[src/dsoc_map.svh]
// Offsets, field positions, reset values and counts of the deserializer output control
// Function
// Recovered data leaves on a 21-bit parallel bus, bits 20..0, with a pixel clock.
// Outputs launch against the pixel clock edge chosen by the clock edge select bit.
// Serial control bus configuration works only while the configuration mode input is high.
// While power-down input is low, outputs and link recovery stay inactive.
// Entering power-down returns every programmed register to its default value.
// Lock output high while recovery is locked; data and pixel clock then active.
// Unlocked: lock low, output states follow the unlocked output state select bit.
// The attached system may watch lock before trusting the parallel data.
// Control bus target address comes from the address strap level.
// Control bus clock is an input; data line is open drain, pulled up outside.
// After power-down release, lock stays low until recovery has locked.
`ifndef DSOC_MAP_SVH
`define DSOC_MAP_SVH

// Register offsets on the serial control bus
`define DSOC_REG_CTRL       8'h00
`define DSOC_REG_STATUS     8'h01

// Field positions
`define DSOC_CTRL_EDGE_BIT  0
`define DSOC_CTRL_OSS_BIT   1
`define DSOC_STAT_LOCK_BIT  0
`define DSOC_STAT_MODE_BIT  1

// Reset values
`define DSOC_CTRL_RESET     8'h00
`define DSOC_ADDR_BASE      7'h30

// Link framing: start bit, 21 data bits, stop bit
`define DSOC_FRAME_BITS     23
`define DSOC_HALF_FRAME     12
`define DSOC_LOCK_FRAMES    4

`endif

[src/dsoc_pkg.sv]
// Types shared by the deserializer output control files
`default_nettype none
package dsoc_pkg;

    typedef enum logic [2:0] {
        DSOC_IDLE,
        DSOC_RX,
        DSOC_ACK,
        DSOC_TX,
        DSOC_MACK
    } dsoc_bus_state_type;

    typedef struct packed {
        logic       strobe;
        logic [7:0] addr;
        logic [7:0] data;
    } dsoc_wr_type;

    typedef struct packed {
        logic oss_release;
        logic edge_falling;
    } dsoc_ctrl_type;

endpackage
`default_nettype wire

[src/dsoc_bus_target.sv]
// Serial control bus target: addressing, pointer, byte writes and reads
`timescale 1ns/1ns
`default_nettype none
module dsoc_bus_target (
    // Clock and reset
    input  wire logic                clk,
    input  wire logic                resetn,
    input  wire logic                clear,
    // Gating and address
    input  wire logic                enable,
    input  wire logic [6:0]          dev_addr,
    // Bus lines
    input  wire logic                scl_in,
    input  wire logic                sda_in,
    output logic                     sda_drive_low,
    // Register side
    output dsoc_pkg::dsoc_wr_type    wr,
    output logic [7:0]               rd_addr,
    input  wire logic [7:0]          rd_data
);
    dsoc_pkg::dsoc_bus_state_type state_q;
    logic       scl_q;
    logic       sda_q;
    logic [7:0] shift_q;
    logic [7:0] tx_q;
    logic [3:0] bit_q;
    logic [1:0] idx_q;
    logic       rw_q;
    logic [7:0] ptr_q;
    logic       scl_rise;
    logic       scl_fall;
    logic       start;
    logic       stop;

    assign scl_rise = scl_in && !scl_q;
    assign scl_fall = !scl_in && scl_q;
    assign start    = scl_in && scl_q && sda_q && !sda_in;
    assign stop     = scl_in && scl_q && !sda_q && sda_in;
    assign rd_addr  = ptr_q;

    always_ff @(posedge clk or negedge resetn) begin
        if (!resetn) begin
            scl_q <= 1'b1;
            sda_q <= 1'b1;
        end else begin
            scl_q <= scl_in;
            sda_q <= sda_in;
        end
    end

    always_ff @(posedge clk or negedge resetn) begin
        if (!resetn) begin
            state_q <= dsoc_pkg::DSOC_IDLE;
            shift_q <= 8'h00;
            tx_q    <= 8'h00;
            bit_q   <= 4'h0;
            idx_q   <= 2'h0;
            rw_q    <= 1'b0;
            ptr_q   <= 8'h00;
            wr      <= '0;
        end else begin
            wr.strobe <= 1'b0;
            if (clear || !enable || stop) begin
                state_q <= dsoc_pkg::DSOC_IDLE;
                if (clear) begin
                    ptr_q <= 8'h00;
                end
            end else if (start) begin
                state_q <= dsoc_pkg::DSOC_RX;
                bit_q   <= 4'h0;
                idx_q   <= 2'h0;
            end else begin
                unique case (state_q)
                    dsoc_pkg::DSOC_IDLE: begin
                    end
                    dsoc_pkg::DSOC_RX: begin
                        if (scl_rise) begin
                            shift_q <= {shift_q[6:0], sda_in};
                            bit_q   <= bit_q + 4'h1;
                        end else if (scl_fall && bit_q == 4'h8) begin
                            bit_q <= 4'h0;
                            if (idx_q == 2'h0 && shift_q[7:1] != dev_addr) begin
                                state_q <= dsoc_pkg::DSOC_IDLE;
                            end else begin
                                state_q <= dsoc_pkg::DSOC_ACK;
                                if (idx_q == 2'h0) begin
                                    rw_q <= shift_q[0];
                                end else if (idx_q == 2'h1) begin
                                    ptr_q <= shift_q;
                                end else begin
                                    wr.strobe <= 1'b1;
                                    wr.addr   <= ptr_q;
                                    wr.data   <= shift_q;
                                    ptr_q     <= ptr_q + 8'h01;
                                end
                            end
                        end
                    end
                    dsoc_pkg::DSOC_ACK: begin
                        if (scl_fall) begin
                            if (idx_q != 2'h2) begin
                                idx_q <= idx_q + 2'h1;
                            end
                            if (rw_q) begin
                                state_q <= dsoc_pkg::DSOC_TX;
                                tx_q    <= rd_data;
                                ptr_q   <= ptr_q + 8'h01;
                            end else begin
                                state_q <= dsoc_pkg::DSOC_RX;
                            end
                        end
                    end
                    dsoc_pkg::DSOC_TX: begin
                        if (scl_fall) begin
                            if (bit_q == 4'h7) begin
                                bit_q   <= 4'h0;
                                state_q <= dsoc_pkg::DSOC_MACK;
                            end else begin
                                bit_q <= bit_q + 4'h1;
                                tx_q  <= {tx_q[6:0], 1'b0};
                            end
                        end
                    end
                    dsoc_pkg::DSOC_MACK: begin
                        if (scl_rise && sda_in) begin
                            state_q <= dsoc_pkg::DSOC_IDLE;
                        end else if (scl_fall) begin
                            state_q <= dsoc_pkg::DSOC_TX;
                            tx_q    <= rd_data;
                            ptr_q   <= ptr_q + 8'h01;
                        end
                    end
                endcase
            end
        end
    end

    // Open drain: only ever pulls low
    always_comb begin
        sda_drive_low = 1'b0;
        if (state_q == dsoc_pkg::DSOC_ACK) begin
            sda_drive_low = 1'b1;
        end else if (state_q == dsoc_pkg::DSOC_TX) begin
            sda_drive_low = !tx_q[7];
        end
    end
endmodule
`default_nettype wire

[src/dsoc_top.sv]
// Deserializer output side: link lock, parallel outputs, pixel clock, control registers
`timescale 1ns/1ns
`default_nettype none
`include "dsoc_map.svh"
module dsoc_top #(
    parameter int DATA_W      = 21,
    parameter int FRAME_BITS  = `DSOC_FRAME_BITS,
    parameter int HALF_FRAME  = `DSOC_HALF_FRAME,
    parameter int LOCK_FRAMES = `DSOC_LOCK_FRAMES,
    parameter int STRAP_W     = 3
) (
    // Clock and reset
    input  wire logic               clk,
    input  wire logic               resetn,
    // Control pins
    input  wire logic               power_down_n,
    input  wire logic               config_mode,
    input  wire logic [STRAP_W-1:0] address_strap_input,
    // Serial link
    input  wire logic               serial_in_pos,
    input  wire logic               serial_in_neg,
    // Serial control bus
    input  wire logic               scl_in,
    input  wire logic               sda_in,
    output logic                    sda_out,
    output logic                    sda_oe,
    // Parallel output side
    output logic [DATA_W-1:0]       parallel_data_out,
    output logic                    pixel_clock_out,
    output logic                    outputs_enable,
    output logic                    lock_status
);
    localparam int CNT_W  = $clog2(FRAME_BITS);
    localparam int GOOD_W = $clog2(LOCK_FRAMES + 1);
    localparam logic [CNT_W-1:0]  LAST_CNT = CNT_W'(FRAME_BITS - 1);
    localparam logic [CNT_W-1:0]  HALF_CNT = CNT_W'(HALF_FRAME);
    localparam logic [GOOD_W-1:0] GOOD_MAX = GOOD_W'(LOCK_FRAMES);

    dsoc_pkg::dsoc_ctrl_type ctrl_q;
    dsoc_pkg::dsoc_wr_type   wr;
    logic [7:0]              rd_addr;
    logic [7:0]              rd_data;
    logic                    sda_drive_low;
    logic                    pd_n_q;
    logic [6:0]              dev_addr_q;
    logic [CNT_W-1:0]        cnt_q;
    logic [FRAME_BITS-2:0]   shift_q;
    logic                    line_err_q;
    logic [GOOD_W-1:0]       good_q;
    logic                    locked_q;
    logic [DATA_W-1:0]       word_q;
    logic [FRAME_BITS-1:0]   frame;
    logic                    frame_end;
    logic                    frame_ok;
    logic                    pd_entry;
    logic                    launch;

    assign frame     = {shift_q, serial_in_pos};
    assign frame_end = (cnt_q == LAST_CNT);
    assign frame_ok  = frame[FRAME_BITS-1] && !frame[0] && !line_err_q
                       && (serial_in_pos != serial_in_neg);
    assign pd_entry  = !power_down_n;
    // Strobe on rising: launch at the falling edge, and the reverse
    assign launch    = ctrl_q.edge_falling ? (cnt_q == '0) : (cnt_q == HALF_CNT);

    // Power-down level tracking and strap capture after release
    always_ff @(posedge clk or negedge resetn) begin
        if (!resetn) begin
            pd_n_q     <= 1'b0;
            dev_addr_q <= `DSOC_ADDR_BASE;
        end else begin
            pd_n_q <= power_down_n;
            if (power_down_n && !pd_n_q) begin
                dev_addr_q <= `DSOC_ADDR_BASE + 7'(address_strap_input);
            end
        end
    end

    dsoc_bus_target u_bus (
        .clk           (clk),
        .resetn        (resetn),
        .clear         (pd_entry),
        .enable        (config_mode),
        .dev_addr      (dev_addr_q),
        .scl_in        (scl_in),
        .sda_in        (sda_in),
        .sda_drive_low (sda_drive_low),
        .wr            (wr),
        .rd_addr       (rd_addr),
        .rd_data       (rd_data)
    );

    // Control register
    always_ff @(posedge clk or negedge resetn) begin
        if (!resetn) begin
            ctrl_q <= dsoc_pkg::dsoc_ctrl_type'(2'(`DSOC_CTRL_RESET));
        end else if (pd_entry) begin
            ctrl_q <= dsoc_pkg::dsoc_ctrl_type'(2'(`DSOC_CTRL_RESET));
        end else if (wr.strobe && wr.addr == `DSOC_REG_CTRL && config_mode) begin
            ctrl_q.edge_falling <= wr.data[`DSOC_CTRL_EDGE_BIT];
            ctrl_q.oss_release  <= wr.data[`DSOC_CTRL_OSS_BIT];
        end
    end

    // Read mux; unmapped offsets read as zero
    always_comb begin
        rd_data = 8'h00;
        unique case (rd_addr)
            `DSOC_REG_CTRL: begin
                rd_data[`DSOC_CTRL_EDGE_BIT] = ctrl_q.edge_falling;
                rd_data[`DSOC_CTRL_OSS_BIT]  = ctrl_q.oss_release;
            end
            `DSOC_REG_STATUS: begin
                rd_data[`DSOC_STAT_LOCK_BIT] = locked_q;
                rd_data[`DSOC_STAT_MODE_BIT] = config_mode;
            end
            default: begin
                rd_data = 8'h00;
            end
        endcase
    end

    // Open drain data line
    always_ff @(posedge clk or negedge resetn) begin
        if (!resetn) begin
            sda_out <= 1'b0;
            sda_oe  <= 1'b0;
        end else begin
            sda_out <= 1'b0;
            sda_oe  <= sda_drive_low;
        end
    end

    // Frame bit counter; a bad frame while hunting slips one bit
    always_ff @(posedge clk or negedge resetn) begin
        if (!resetn) begin
            cnt_q <= '0;
        end else if (pd_entry) begin
            cnt_q <= '0;
        end else if (frame_end) begin
            cnt_q <= '0;
        end else if (cnt_q == '0 && !locked_q && good_q == '0 && line_err_q) begin
            cnt_q <= cnt_q;
        end else begin
            cnt_q <= cnt_q + CNT_W'(1);
        end
    end

    // Serial shift and line fault within the frame
    always_ff @(posedge clk or negedge resetn) begin
        if (!resetn) begin
            shift_q    <= '0;
            line_err_q <= 1'b0;
        end else if (pd_entry) begin
            shift_q    <= '0;
            line_err_q <= 1'b0;
        end else begin
            shift_q <= {shift_q[FRAME_BITS-3:0], serial_in_pos};
            if (frame_end) begin
                line_err_q <= !frame_ok && (good_q == '0) && !locked_q;
            end else if (serial_in_pos == serial_in_neg) begin
                line_err_q <= 1'b1;
            end else if (cnt_q == '0) begin
                // Slip lasts one cycle; a stuck flag would park the counter
                line_err_q <= 1'b0;
            end
        end
    end

    // Lock acquisition: enough good frames in a row, lost on any bad frame
    always_ff @(posedge clk or negedge resetn) begin
        if (!resetn) begin
            good_q   <= '0;
            locked_q <= 1'b0;
        end else if (pd_entry) begin
            good_q   <= '0;
            locked_q <= 1'b0;
        end else if (frame_end) begin
            if (frame_ok) begin
                if (good_q != GOOD_MAX) begin
                    good_q <= good_q + GOOD_W'(1);
                end
                if (good_q + GOOD_W'(1) >= GOOD_MAX) begin
                    locked_q <= 1'b1;
                end
            end else begin
                good_q   <= '0;
                locked_q <= 1'b0;
            end
        end
    end

    // Recovered word
    always_ff @(posedge clk or negedge resetn) begin
        if (!resetn) begin
            word_q <= '0;
        end else if (pd_entry) begin
            word_q <= '0;
        end else if (frame_end && frame_ok) begin
            word_q <= frame[FRAME_BITS-2:1];
        end
    end

    // Lock output
    always_ff @(posedge clk or negedge resetn) begin
        if (!resetn) begin
            lock_status <= 1'b0;
        end else begin
            lock_status <= locked_q && !pd_entry;
        end
    end

    // Pixel clock: high for the first half of each frame
    always_ff @(posedge clk or negedge resetn) begin
        if (!resetn) begin
            pixel_clock_out <= 1'b0;
        end else if (pd_entry || !locked_q) begin
            pixel_clock_out <= 1'b0;
        end else begin
            pixel_clock_out <= (cnt_q < HALF_CNT);
        end
    end

    // Parallel data launched at the edge opposite the strobe
    always_ff @(posedge clk or negedge resetn) begin
        if (!resetn) begin
            parallel_data_out <= '0;
        end else if (pd_entry || !locked_q) begin
            parallel_data_out <= '0;
        end else if (launch) begin
            parallel_data_out <= word_q;
        end
    end

    // Output drivers: off in power-down, per select while unlocked
    always_ff @(posedge clk or negedge resetn) begin
        if (!resetn) begin
            outputs_enable <= 1'b0;
        end else if (pd_entry) begin
            outputs_enable <= 1'b0;
        end else if (!locked_q) begin
            outputs_enable <= !ctrl_q.oss_release;
        end else begin
            outputs_enable <= 1'b1;
        end
    end
endmodule
`default_nettype wire

[config.mk]
export PLATFORM = sky130hd
export DESIGN_NAME = dsoc_top
export DESIGN_NICKNAME = d
export VERILOG_FILES = /design/src/dsoc_pkg.sv /design/src/dsoc_bus_target.sv /design/src/dsoc_top.sv
export VERILOG_INCLUDE_DIRS = /design/src
export SDC_FILE = /design/constraint.sdc
export NUM_CORES = 1
export LEC_CHECK = 0
export ABC_AREA = 1
export CAP_MARGIN = 0
export CORE_ASPECT_RATIO = 1.5
export CORE_UTILIZATION = 57
export CTS_CLUSTER_SIZE = 10
export DETAILED_ROUTE_END_ITERATION = 8
export DONT_BUFFER_PORTS = 1
export HOLD_SLACK_MARGIN = 0.02
export PLACE_DENSITY = 0.72
export SYNTH_ARGS = -nofsm -noshare
export SYNTH_HDL_FRONTEND = slang
export SYNTH_HIERARCHICAL = 1
export SYNTH_SLANG_ARGS = --single-unit
[constraint.sdc]
create_clock -name clk -period 4.8 [get_ports clk]
set_clock_uncertainty 0.2 [all_clocks]
set_input_delay 0.48 -clock clk [delete_from_list [all_inputs] [get_ports clk]]
set_output_delay 0.48 -clock clk [all_outputs]
set_load 0.05 [all_outputs]
==> results of run 1 <==
-- layer usage --
layer	share of wire	GRT usage	up-vias
met5	0	0	-
met4	0.031	0.112	0
met3	0.023	0.0527	36
met2	0.56	0.473	69
met1	0.39	0.281	2409
li1	-	-	2468
-- registers in the layout (all words and copies together), names as in the netlist, 4 cells and up --
register,cells
u_bus/tx_q,8
u_bus/rd_addr,8
shift_q,22
cnt_q,5
u_bus/shift_q,8
u_bus/bit_q,4
parallel_data_out,21
word_q,21
u_bus/wr,11
-- worst paths after layout --
kind / endpoint / slack, ps / cells after the start
worst max-delay path: u_bus/wr[14] / 2500 / 9
worst min-delay path: dev_addr_q[1] / 30 / 2
worst max register to register: u_bus/wr[14] / 2500 / 9
worst min register to register: shift_q[1] / 260 / 2
max in group asynchronous: parallel_data_out[14] / 3410 / 2
min in group asynchronous: dev_addr_q[2] / 450 / 2
-- through the flow --
stage / setup slack, ps / instances
after CTS: 2520 / 956
after global routing: 2270 / 956
after detailed placement: 2530 / 918
after global placement: 2600 / 918
after floorplan: 2920 / 796
final: 2500 / 956
-- cell usage in the layout, fill, tap and decap left out, types with 7 or more instances in the layout --
master       n
nand2_1    219
dfrtp_1    129
inv_1      115
nand3_1     52
nor2_1      48
o21ai_2     39
o21ai_0     30
nand4_1     27
clkbuf_16   17
conb_1      15
ha_1        11
nand2_2     10
xor2_1       9
nor3_1       8
inv_2        8
a21oi_1      8
mux2i_1      7
-- worst register-to-register path: stages, from the launching register on --
cell	delay (ps)
dfstp_2	560
nand2_2	80
nor2_1	110
nand2_2	90
nand2_4	100
inv_2	80
nand3_1	60
or2_1	660
nand2_1	170
o21ai_2	100
-- where the power goes --
group | switching (mW) | total (mW) | internal [mW]
combinational | 0.237 | 0.362 | 0.125
clock | 0.482 | 1.27 | 0.792
sequential | 0.0789 | 1.26 | 1.18
total | 0.798 | 2.89 | 2.09
-- layout make-up --
class	instances	share of cell area
timing repair buffer	8	0.0130
clock buffer	20	0.0625
clock inverter	11	0.0176
multi-input combinational	514	0.369
inverter	125	0.0642
tap	147	0.0252
sequential	131	0.449
==> flow_metrics.env, run 1 <==
export IMPL_status="finished, final reports clean"
export IMPL_rsz0062_at_grt="no"
export IMPL_drc=0
export IMPL_cp_common_cell="nand2_2"
export IMPL_ys_warn_count=6
export IMPL_ant_nets=0
export IMPL_clk_latency_ps=420
export IMPL_nNetsFinal=819
export IMPL_crit_fanout=20
export IMPL_clock_fmax_ghz=0.435
export IMPL_worst_hold_slack_ps=27.8
export IMPL_path_buf_inv=1
export IMPL_final_fill_count=936
export IMPL_synth_avg_cell_area_um2=8.43
export IMPL_hpwlAfterDp_mm=9.61
export IMPL_cts_root_buf="clkbuf_16"
export IMPL_p_per_area_nw_per_um2=396
export IMPL_rows=47
export IMPL_path_class="flop to flop"
export IMPL_clockBufferDepth=2
export IMPL_multi_input_area_um2=2700
export IMPL_gr_usage_all_layers=0.255
export IMPL_critPathCaptureType="flop"
export IMPL_ir_worst_vdd_uv=299
export IMPL_tightest_slew_ps=1010
export IMPL_postCtsHoldBufs=7
export IMPL_fin_crit_sh=0.478
export IMPL_vias=4982
export IMPL_cts_made_buffers=17
export IMPL_grt_max_degree=132
export IMPL_hold_violations=0
export IMPL_relSlewSlack=0.322
export IMPL_drtIter0Drc=242
export IMPL_crit_path_max_incr_delay_ps=660
export IMPL_cpMaxStageDelayCell="or2_1"
export IMPL_syn_inst=783
export IMPL_start_kind="flop"
export IMPL_postCtsSetupBuffers=0
export IMPL_slew_violations=0
export IMPL_fin_area_um2=7310
export IMPL_htree_levels=4
export IMPL_startpoint="u_bus/scl_q"
export IMPL_drive_above_1_share=0.135
export IMPL_die_w_um=89.9
export IMPL_place_congestion=0.896
export IMPL_ios=37
export IMPL_wl_mm=14.0
export IMPL_crit_required_ps=4930
export IMPL_die_area_um2=12000
export IMPL_syn_to_final_growth_pct=10.8
export IMPL_drt_pass1_iterations=4
export IMPL_cts_resized=0
export IMPL_via_per_inst=5.21
export IMPL_p_total_mw=2.89
export IMPL_numClockSinks=131
export IMPL_setup_tns_ps=0
export IMPL_core_area_um2=11200
export IMPL_place_area_um2=6640
export IMPL_syn_cell_area_um2=6600
export IMPL_dieHeight_um=134
export IMPL_grt_ovfl_total=0
export IMPL_numPortBuffers=0
export IMPL_antenna_found_initial=0
export IMPL_setup_viol=0
export IMPL_cap_violations=0
export IMPL_start_util=0.591
export IMPL_routedWlPerCell_um=14.6
export IMPL_grt_pass1_wl_mm=24.1
export IMPL_grt_pass1_vias=5106
export IMPL_min_path_type="input pin to flop"
export IMPL_cts_tree="yes"
export IMPL_register_area_um2=3280
export IMPL_r2r_start="u_bus/scl_q"
export IMPL_antenna_cells=0
export IMPL_worstPathArrival_ps=2430
export IMPL_hp_start="address_strap_input[1]"
export IMPL_leakagePower_nw=3.91
export IMPL_fin_crit_ps=2300
export IMPL_path_clk_slew_ps=60
export IMPL_final_util=0.654
export IMPL_critPathTopFamily="simple AND/OR/NAND/NOR gates"
export IMPL_cp_cell_sequence="nand2_2 -> nor2_1 -> nand2_2 -> nand2_4 -> inv_2 -> nand3_1 -> or2_1 -> nand2_1 -> o21ai_2"
(Power assumes the default switching activity.)
==> run 2, diff against run 1 <==
--- a/config.mk
+++ b/config.mk
@@ -6,7 +6,7 @@
 export SDC_FILE = /design/constraint.sdc
 export NUM_CORES = 1
 export LEC_CHECK = 0
-export ABC_AREA = 1
+export ABC_AREA = 0
 export CAP_MARGIN = 0
 export CORE_ASPECT_RATIO = 1.5
 export CORE_UTILIZATION = 57
@@ -14,7 +14,7 @@
 export DETAILED_ROUTE_END_ITERATION = 8
 export DONT_BUFFER_PORTS = 1
 export HOLD_SLACK_MARGIN = 0.02
-export PLACE_DENSITY = 0.72
+export PLACE_DENSITY = 0.75
 export SYNTH_ARGS = -nofsm -noshare
 export SYNTH_HDL_FRONTEND = slang
 export SYNTH_HIERARCHICAL = 1
==> constraint.sdc (replaced) <==
create_clock -name clk -period 1.9 [get_ports clk]
set_clock_uncertainty 0.2 [all_clocks]
set_input_delay 0.19 -clock clk [delete_from_list [all_inputs] [get_ports clk]]
set_output_delay 0.19 -clock clk [all_outputs]
set_load 0.05 [all_outputs]
==> flow_metrics.env, run 2 <==
export IMPL_max_flop_register="shift_q"
export IMPL_clockBufferDepth=2
export IMPL_routedWlPerCell_um=17.9
export IMPL_gr_usage_all_layers=0.252
export IMPL_numClockSinks=131
export IMPL_drtIter0Drc=173
export IMPL_crit_path_max_incr_delay_ps=460
export IMPL_fin_crit_sh=1.10
export IMPL_syn_to_final_growth_pct=29.4
export IMPL_worstPathArrival_ps=2180
export IMPL_fin_ws_ps=-186
export IMPL_slew_violations=0
export IMPL_ios=37
export IMPL_drive_above_1_share=0.287
export IMPL_p_per_area_nw_per_um2=856
export IMPL_rows=46
export IMPL_syn_inst=516
export IMPL_path_clk_slew_ps=60
export IMPL_critPathCaptureType="flop"
export IMPL_hpwlAfterDp_mm=8.02
export IMPL_tightest_slew_ps=572
export IMPL_drt_pass1_iterations=4
export IMPL_min_path_type="input pin to async pin"
export IMPL_setup_viol=28
export IMPL_start_kind="flop"
export IMPL_reg_top3="shift_q x22, parallel_data_out x21, word_q x21"
export IMPL_wl_mm=13.9
export IMPL_vias=4356
export IMPL_grt_pass1_vias=4557
export IMPL_cpMaxStageDelayCell="dfrtp_2"
export IMPL_layout_cells_non_filler=778
export IMPL_path_buf_inv=1
export IMPL_status="finished with violations"
export IMPL_synth_avg_cell_area_um2=12.0
export IMPL_fin_crit_ps=2090
export IMPL_grt_ovfl_total=0
export IMPL_setup_tns_ps=-2170
export IMPL_nNetsFinal=644
export IMPL_cts_made_buffers=17
export IMPL_clk_latency_ps=410
export IMPL_syn_cell_area_um2=6200
export IMPL_final_util=0.758
export IMPL_ant_nets=0
export IMPL_clock_fmax_ghz=0.479
export IMPL_via_per_inst=5.60
export IMPL_leakagePower_nw=3.98
export IMPL_worst_hold_slack_ps=-729
export IMPL_core_area_um2=10600
export IMPL_crit_fanout=7
export IMPL_grt_pass1_wl_mm=21.6
export IMPL_path_class="flop to flop"
export IMPL_layout_commonest_cell="dfrtp_1"
export IMPL_cap_violations=0
export IMPL_largest_reg_flops=22
export IMPL_grt_max_degree=132
export IMPL_die_area_um2=11300
export IMPL_start_util=0.586
export IMPL_numPortBuffers=0
export IMPL_critPathTopFamily="compound AO/OA/AOI/OAI gates"
export IMPL_htree_levels=4
export IMPL_rsz0062_at_grt="yes"
export IMPL_hold_violations=131
export IMPL_cp_cell_sequence="buf_6 -> or2b_4 -> o311a_1 -> a211oi_4 -> mux2i_1 -> a21boi_1"
export IMPL_ir_worst_vdd_uv=835
export IMPL_antenna_found_initial=0
export IMPL_cts_tree="yes"
export IMPL_ys_warn_count=6
export IMPL_relSlewSlack=0.619
export IMPL_die_w_um=87.2
export IMPL_drc=0
export IMPL_dp_cells=691
export IMPL_dieHeight_um=130
export IMPL_failed_checks="negative hold slack, negative setup slack"
export IMPL_cts_root_buf="clkbuf_16"
export IMPL_crit_required_ps=1990
export IMPL_place_congestion=0.832
export IMPL_antenna_cells=0
export IMPL_layout_common_cells="128 x dfrtp_1, 46 x buf_4, 41 x nor2_1"
==> run 2: stage by stage <==
| step | hold WS, ps | area [um2] | setup slack, ps | power, mW |
|---|---|---|---|---|
| after floorplan | -306 | 6260 | -227 | 3.22 |
| after global placement | -303 | 6620 | -150 | 3.29 |
| after detailed placement | -302 | 6620 | -202 | 3.30 |
| after CTS | -738 | 7700 | -168 | 6.84 |
| after global routing | -749 | 8030 | -258 | 7.11 |
| final | -729 | 8030 | -186 | 6.87 |
==> run 2: layer usage <==
layer  share of wire  vias to the layer above  global-route usage
li1                -                     2024                   -
met1            0.40                     2193               0.282
met2            0.55                      114               0.460
met3           0.035                       25              0.0525
met4           0.018                        0               0.107
met5               0                        -                   0
==> run 2: timing repair <==
action	in CTS	in global routing
hold buffers	34	2
pin swaps	9	16
gates cloned	1	2
gates resized for setup	15	34
buffers inserted	5	12
hold endpoints to repair	227	145
endpoints found under the setup margin	42	59
==> run 2: worst paths after layout <==
path / slack (ps) / cells past startpoint / startpoint / to
worst max-delay path: -190 / 6 / u_bus/state_q[2] / u_bus/state_q[0]
worst min-delay path: -730 / 0 / resetn / cnt_q[4]
min in group clk: 30 / 3 / power_down_n / good_q[1]
worst max register to register: -190 / 6 / u_bus/state_q[2] / u_bus/state_q[0]
worst min register to register: 290 / 2 / u_bus/tx_q[5] / u_bus/tx_q[5]
max in group asynchronous: 1950 / 0 / resetn / u_bus/state_q[2]
==> run 2: power by group <==
group          leakage [nW]  total, mW  internal, mW  switching [mW]
logic                  1.87      0.438         0.220           0.217
registers              1.80       2.91          2.85          0.0625
clock network         0.309       3.52          2.32            1.20
==> run 2: layout make-up <==
class / count / area (um2)
multi-input cells: 355 / 2890
clock buffers: 17 / 425
inverters: 18 / 67.6
fillers: 655 / 2560
repair buffers: 99 / 967
flip-flops and latches: 131 / 3280
clock inverters: 14 / 211
well taps: 144 / 180
==> run 2: worst reg2reg max path: stages, from the launching register on <==
cell	delay, ps
dfrtp_2	460
buf_6	140
or2b_4	280
o311a_1	330
a211oi_4	270
mux2i_1	210
a21boi_1	80
==> run 3, diff against run 2 <==
--- a/config.mk
+++ b/config.mk
@@ -7,6 +7,7 @@
 export NUM_CORES = 1
 export LEC_CHECK = 0
 export ABC_AREA = 0
+export ABC_CLOCK_PERIOD_IN_PS = 1900
 export CAP_MARGIN = 0
 export CORE_ASPECT_RATIO = 1.5
 export CORE_UTILIZATION = 57
@@ -17,5 +18,4 @@
 export PLACE_DENSITY = 0.75
 export SYNTH_ARGS = -nofsm -noshare
 export SYNTH_HDL_FRONTEND = slang
-export SYNTH_HIERARCHICAL = 1
 export SYNTH_SLANG_ARGS = --single-unit
==> flow_metrics.env, run 3 <==
export IMPL_failed_checks="negative hold slack, negative setup slack"
export IMPL_setup_tns_ps=-5150
export IMPL_drc=0
export IMPL_clock_fmax_ghz=0.467
export IMPL_critPathCaptureType="flop"
export IMPL_leakagePower_nw=3.75
export IMPL_slew_violations=0
export IMPL_p_total_mw=6.69
export IMPL_yosysSeqAreaShare=0.550
export IMPL_drive_above_1_share=0.369
export IMPL_grt_ovfl_total=0
export IMPL_p_per_area_nw_per_um2=867
export IMPL_routedWlPerCell_um=18.6
export IMPL_ys_types=64
export IMPL_hpwlAfterDp_mm=7.95
export IMPL_cap_violations=0
export IMPL_synth_top_cell_by_area="dfrtp_1"
export IMPL_synthMostInstantiatedCell="dfrtp_1"
export IMPL_grt_pass1_wl_mm=21.4
export IMPL_ir_worst_vdd_uv=626
export IMPL_worst_hold_slack_ps=-734
export IMPL_ant_nets=0
export IMPL_fin_crit_ps=2140
export IMPL_htree_levels=4
export IMPL_synth_area_leaders="dfrtp_1 54%, mux2_2 6.6%, mux2i_1 5.0%"
export IMPL_layout_cells_non_filler=730
export IMPL_largest_reg_flops=22
export IMPL_core_area_um2=10100
export IMPL_status="finished with violations"
export IMPL_via_per_inst=5.90
export IMPL_final_fill_count=627
export IMPL_postCtsHoldBufs=11
export IMPL_synth_edff_count=0
export IMPL_min_path_type="input pin to async pin"
export IMPL_syn_nets=532
export IMPL_synth_top_area_share=0.541
export IMPL_dieHeight_um=127
export IMPL_ys_warn_count=0
export IMPL_rows=45
export IMPL_dp_cells=669
export IMPL_grt_util_met3=0.0614
export IMPL_antenna_found_initial=0
export IMPL_register_area_um2=3280
export IMPL_antenna_cells=0
export IMPL_die_w_um=85.6
export IMPL_syn_cell_area_um2=5970
export IMPL_max_flop_register="shift_q"
export IMPL_cts_made_buffers=17
export IMPL_place_congestion=0.898
export IMPL_die_area_um2=10900
export IMPL_reg2regPathDepth=6
export IMPL_ios=37
export IMPL_worstPathArrival_ps=2240
export IMPL_async_flop_share=1.00
export IMPL_drt_pass1_iterations=5
export IMPL_clockBufferDepth=2
export IMPL_layout_commonest_cell="dfrtp_1"
export IMPL_wl_mm=13.6
export IMPL_fin_ws_ps=-242
export IMPL_crit_fanout=6
export IMPL_r2r_slack_ps=-240
export IMPL_vias=4308
export IMPL_gr_usage_all_layers=0.257
export IMPL_clk_latency_ps=410
export IMPL_numClockSinks=131
export IMPL_path_clk_slew_ps=60
export IMPL_cts_tree="yes"
export IMPL_start_util=0.589
export IMPL_layout_common_cells="126 x dfrtp_1, 69 x buf_4, 37 x nor2_1"
export IMPL_r2r_start="u_bus.state_q[1]"
export IMPL_place_area_um2=6510
export IMPL_dp_slack_ps=-279
export IMPL_use_met1=0.262
export IMPL_use_met2=0.480
export IMPL_r2r_end="u_bus.rd_addr[5]"
export IMPL_path_class="flop to flop"
export IMPL_setup_viol=34
export IMPL_hold_violations=131
export IMPL_synthTopCellsByCount="129 x dfrtp_1, 41 x nand2_1, 38 x nor2_1"
export IMPL_multi_input_area_um2=2820
export IMPL_final_util=0.761
export IMPL_start_kind="flop"
export IMPL_nNetsFinal=624
export IMPL_ys_ff_latch=131
export IMPL_crit_required_ps=1990
export IMPL_syn_to_final_growth_pct=29.1
export IMPL_numPortBuffers=0
export IMPL_reg_top3="shift_q x22, parallel_data_out x21, word_q x21"
export IMPL_rsz0062_at_grt="yes"
export IMPL_grt_max_degree=132
export IMPL_top_usage_layer="met2"
export IMPL_syn_inst=508
export IMPL_cts_root_buf="clkbuf_16"
export IMPL_fin_crit_sh=1.13
export IMPL_drtIter0Drc=213
export IMPL_synthFlopType="dfrtp_1"
export IMPL_synth_avg_cell_area_um2=11.8
export IMPL_fin_area_um2=7710
export IMPL_grt_pass1_vias=4560
[run 3: cell families after synthesis]
family,synth area share
flip-flops,0.550
AO/OA/AOI/OAI,0.0765
buffers and inverters,0.0319
AND/OR/NAND/NOR,0.161
XOR/XNOR,0.0147
adder cells (fa/ha/maj),0.0272
other,0.000628
multiplexers,0.139
[run 3: critical path: stages, from the launching register on]
cell and delay [ps]:
dfrtp_2 450, or3b_4 420, o32a_1 250, o211ai_1 170, buf_4 190, a21oi_1 40
a311o_2 300
[run 3: final cells by class]
class / instances / share of cell area
Sequential cell: 131 / 0.426
Multi-Input combinational cell: 340 / 0.366
Timing Repair Buffer: 91 / 0.101
Clock buffer: 17 / 0.0552
Clock inverter: 15 / 0.0235
Tap cell: 117 / 0.0190
Inverter: 19 / 0.00925
[run 3: what timing repair did]
item | in CTS | in global routing
setup endpoints to repair | 46 | 61
cloned | 2 | 1
hold endpoints to repair | 232 | 131
pin swaps | 11 | 24
gates resized for setup | 43 | 49
setup buffers | 7 | 10
[run 3: report_power, final]
group | internal (mW) | total, mW | switching [mW] | leakage, nW
sequential | 2.84 | 2.88 | 0.0415 | 1.80
combinational | 0.240 | 0.466 | 0.226 | 1.67
clock | 2.08 | 3.34 | 1.26 | 0.288
total | 5.16 | 6.69 | 1.53 | 3.75
[run 3: routing by layer]
layer	vias up	share of wire
met5	-	0
li1	1965	-
met1	2181	0.37
met2	127	0.56
met3	35	0.038
met4	0	0.030
[run 3: worst max path at each step]
stage / from / end / slack (ps) / cells after the start
after floorplan: u_bus.bit_q[0] / u_bus.rd_addr[5] / -210 / 7
after global placement: u_bus.bit_q[0] / u_bus.rd_addr[5] / -210 / 6
after detailed placement: u_bus.bit_q[1] / u_bus.rd_addr[7] / -280 / 7
after CTS: u_bus.bit_q[0] / u_bus.wr[11] / -200 / 7
after global routing: u_bus.bit_q[0] / u_bus.wr[0] / -320 / 7
final: u_bus.state_q[1] / u_bus.rd_addr[5] / -240 / 6
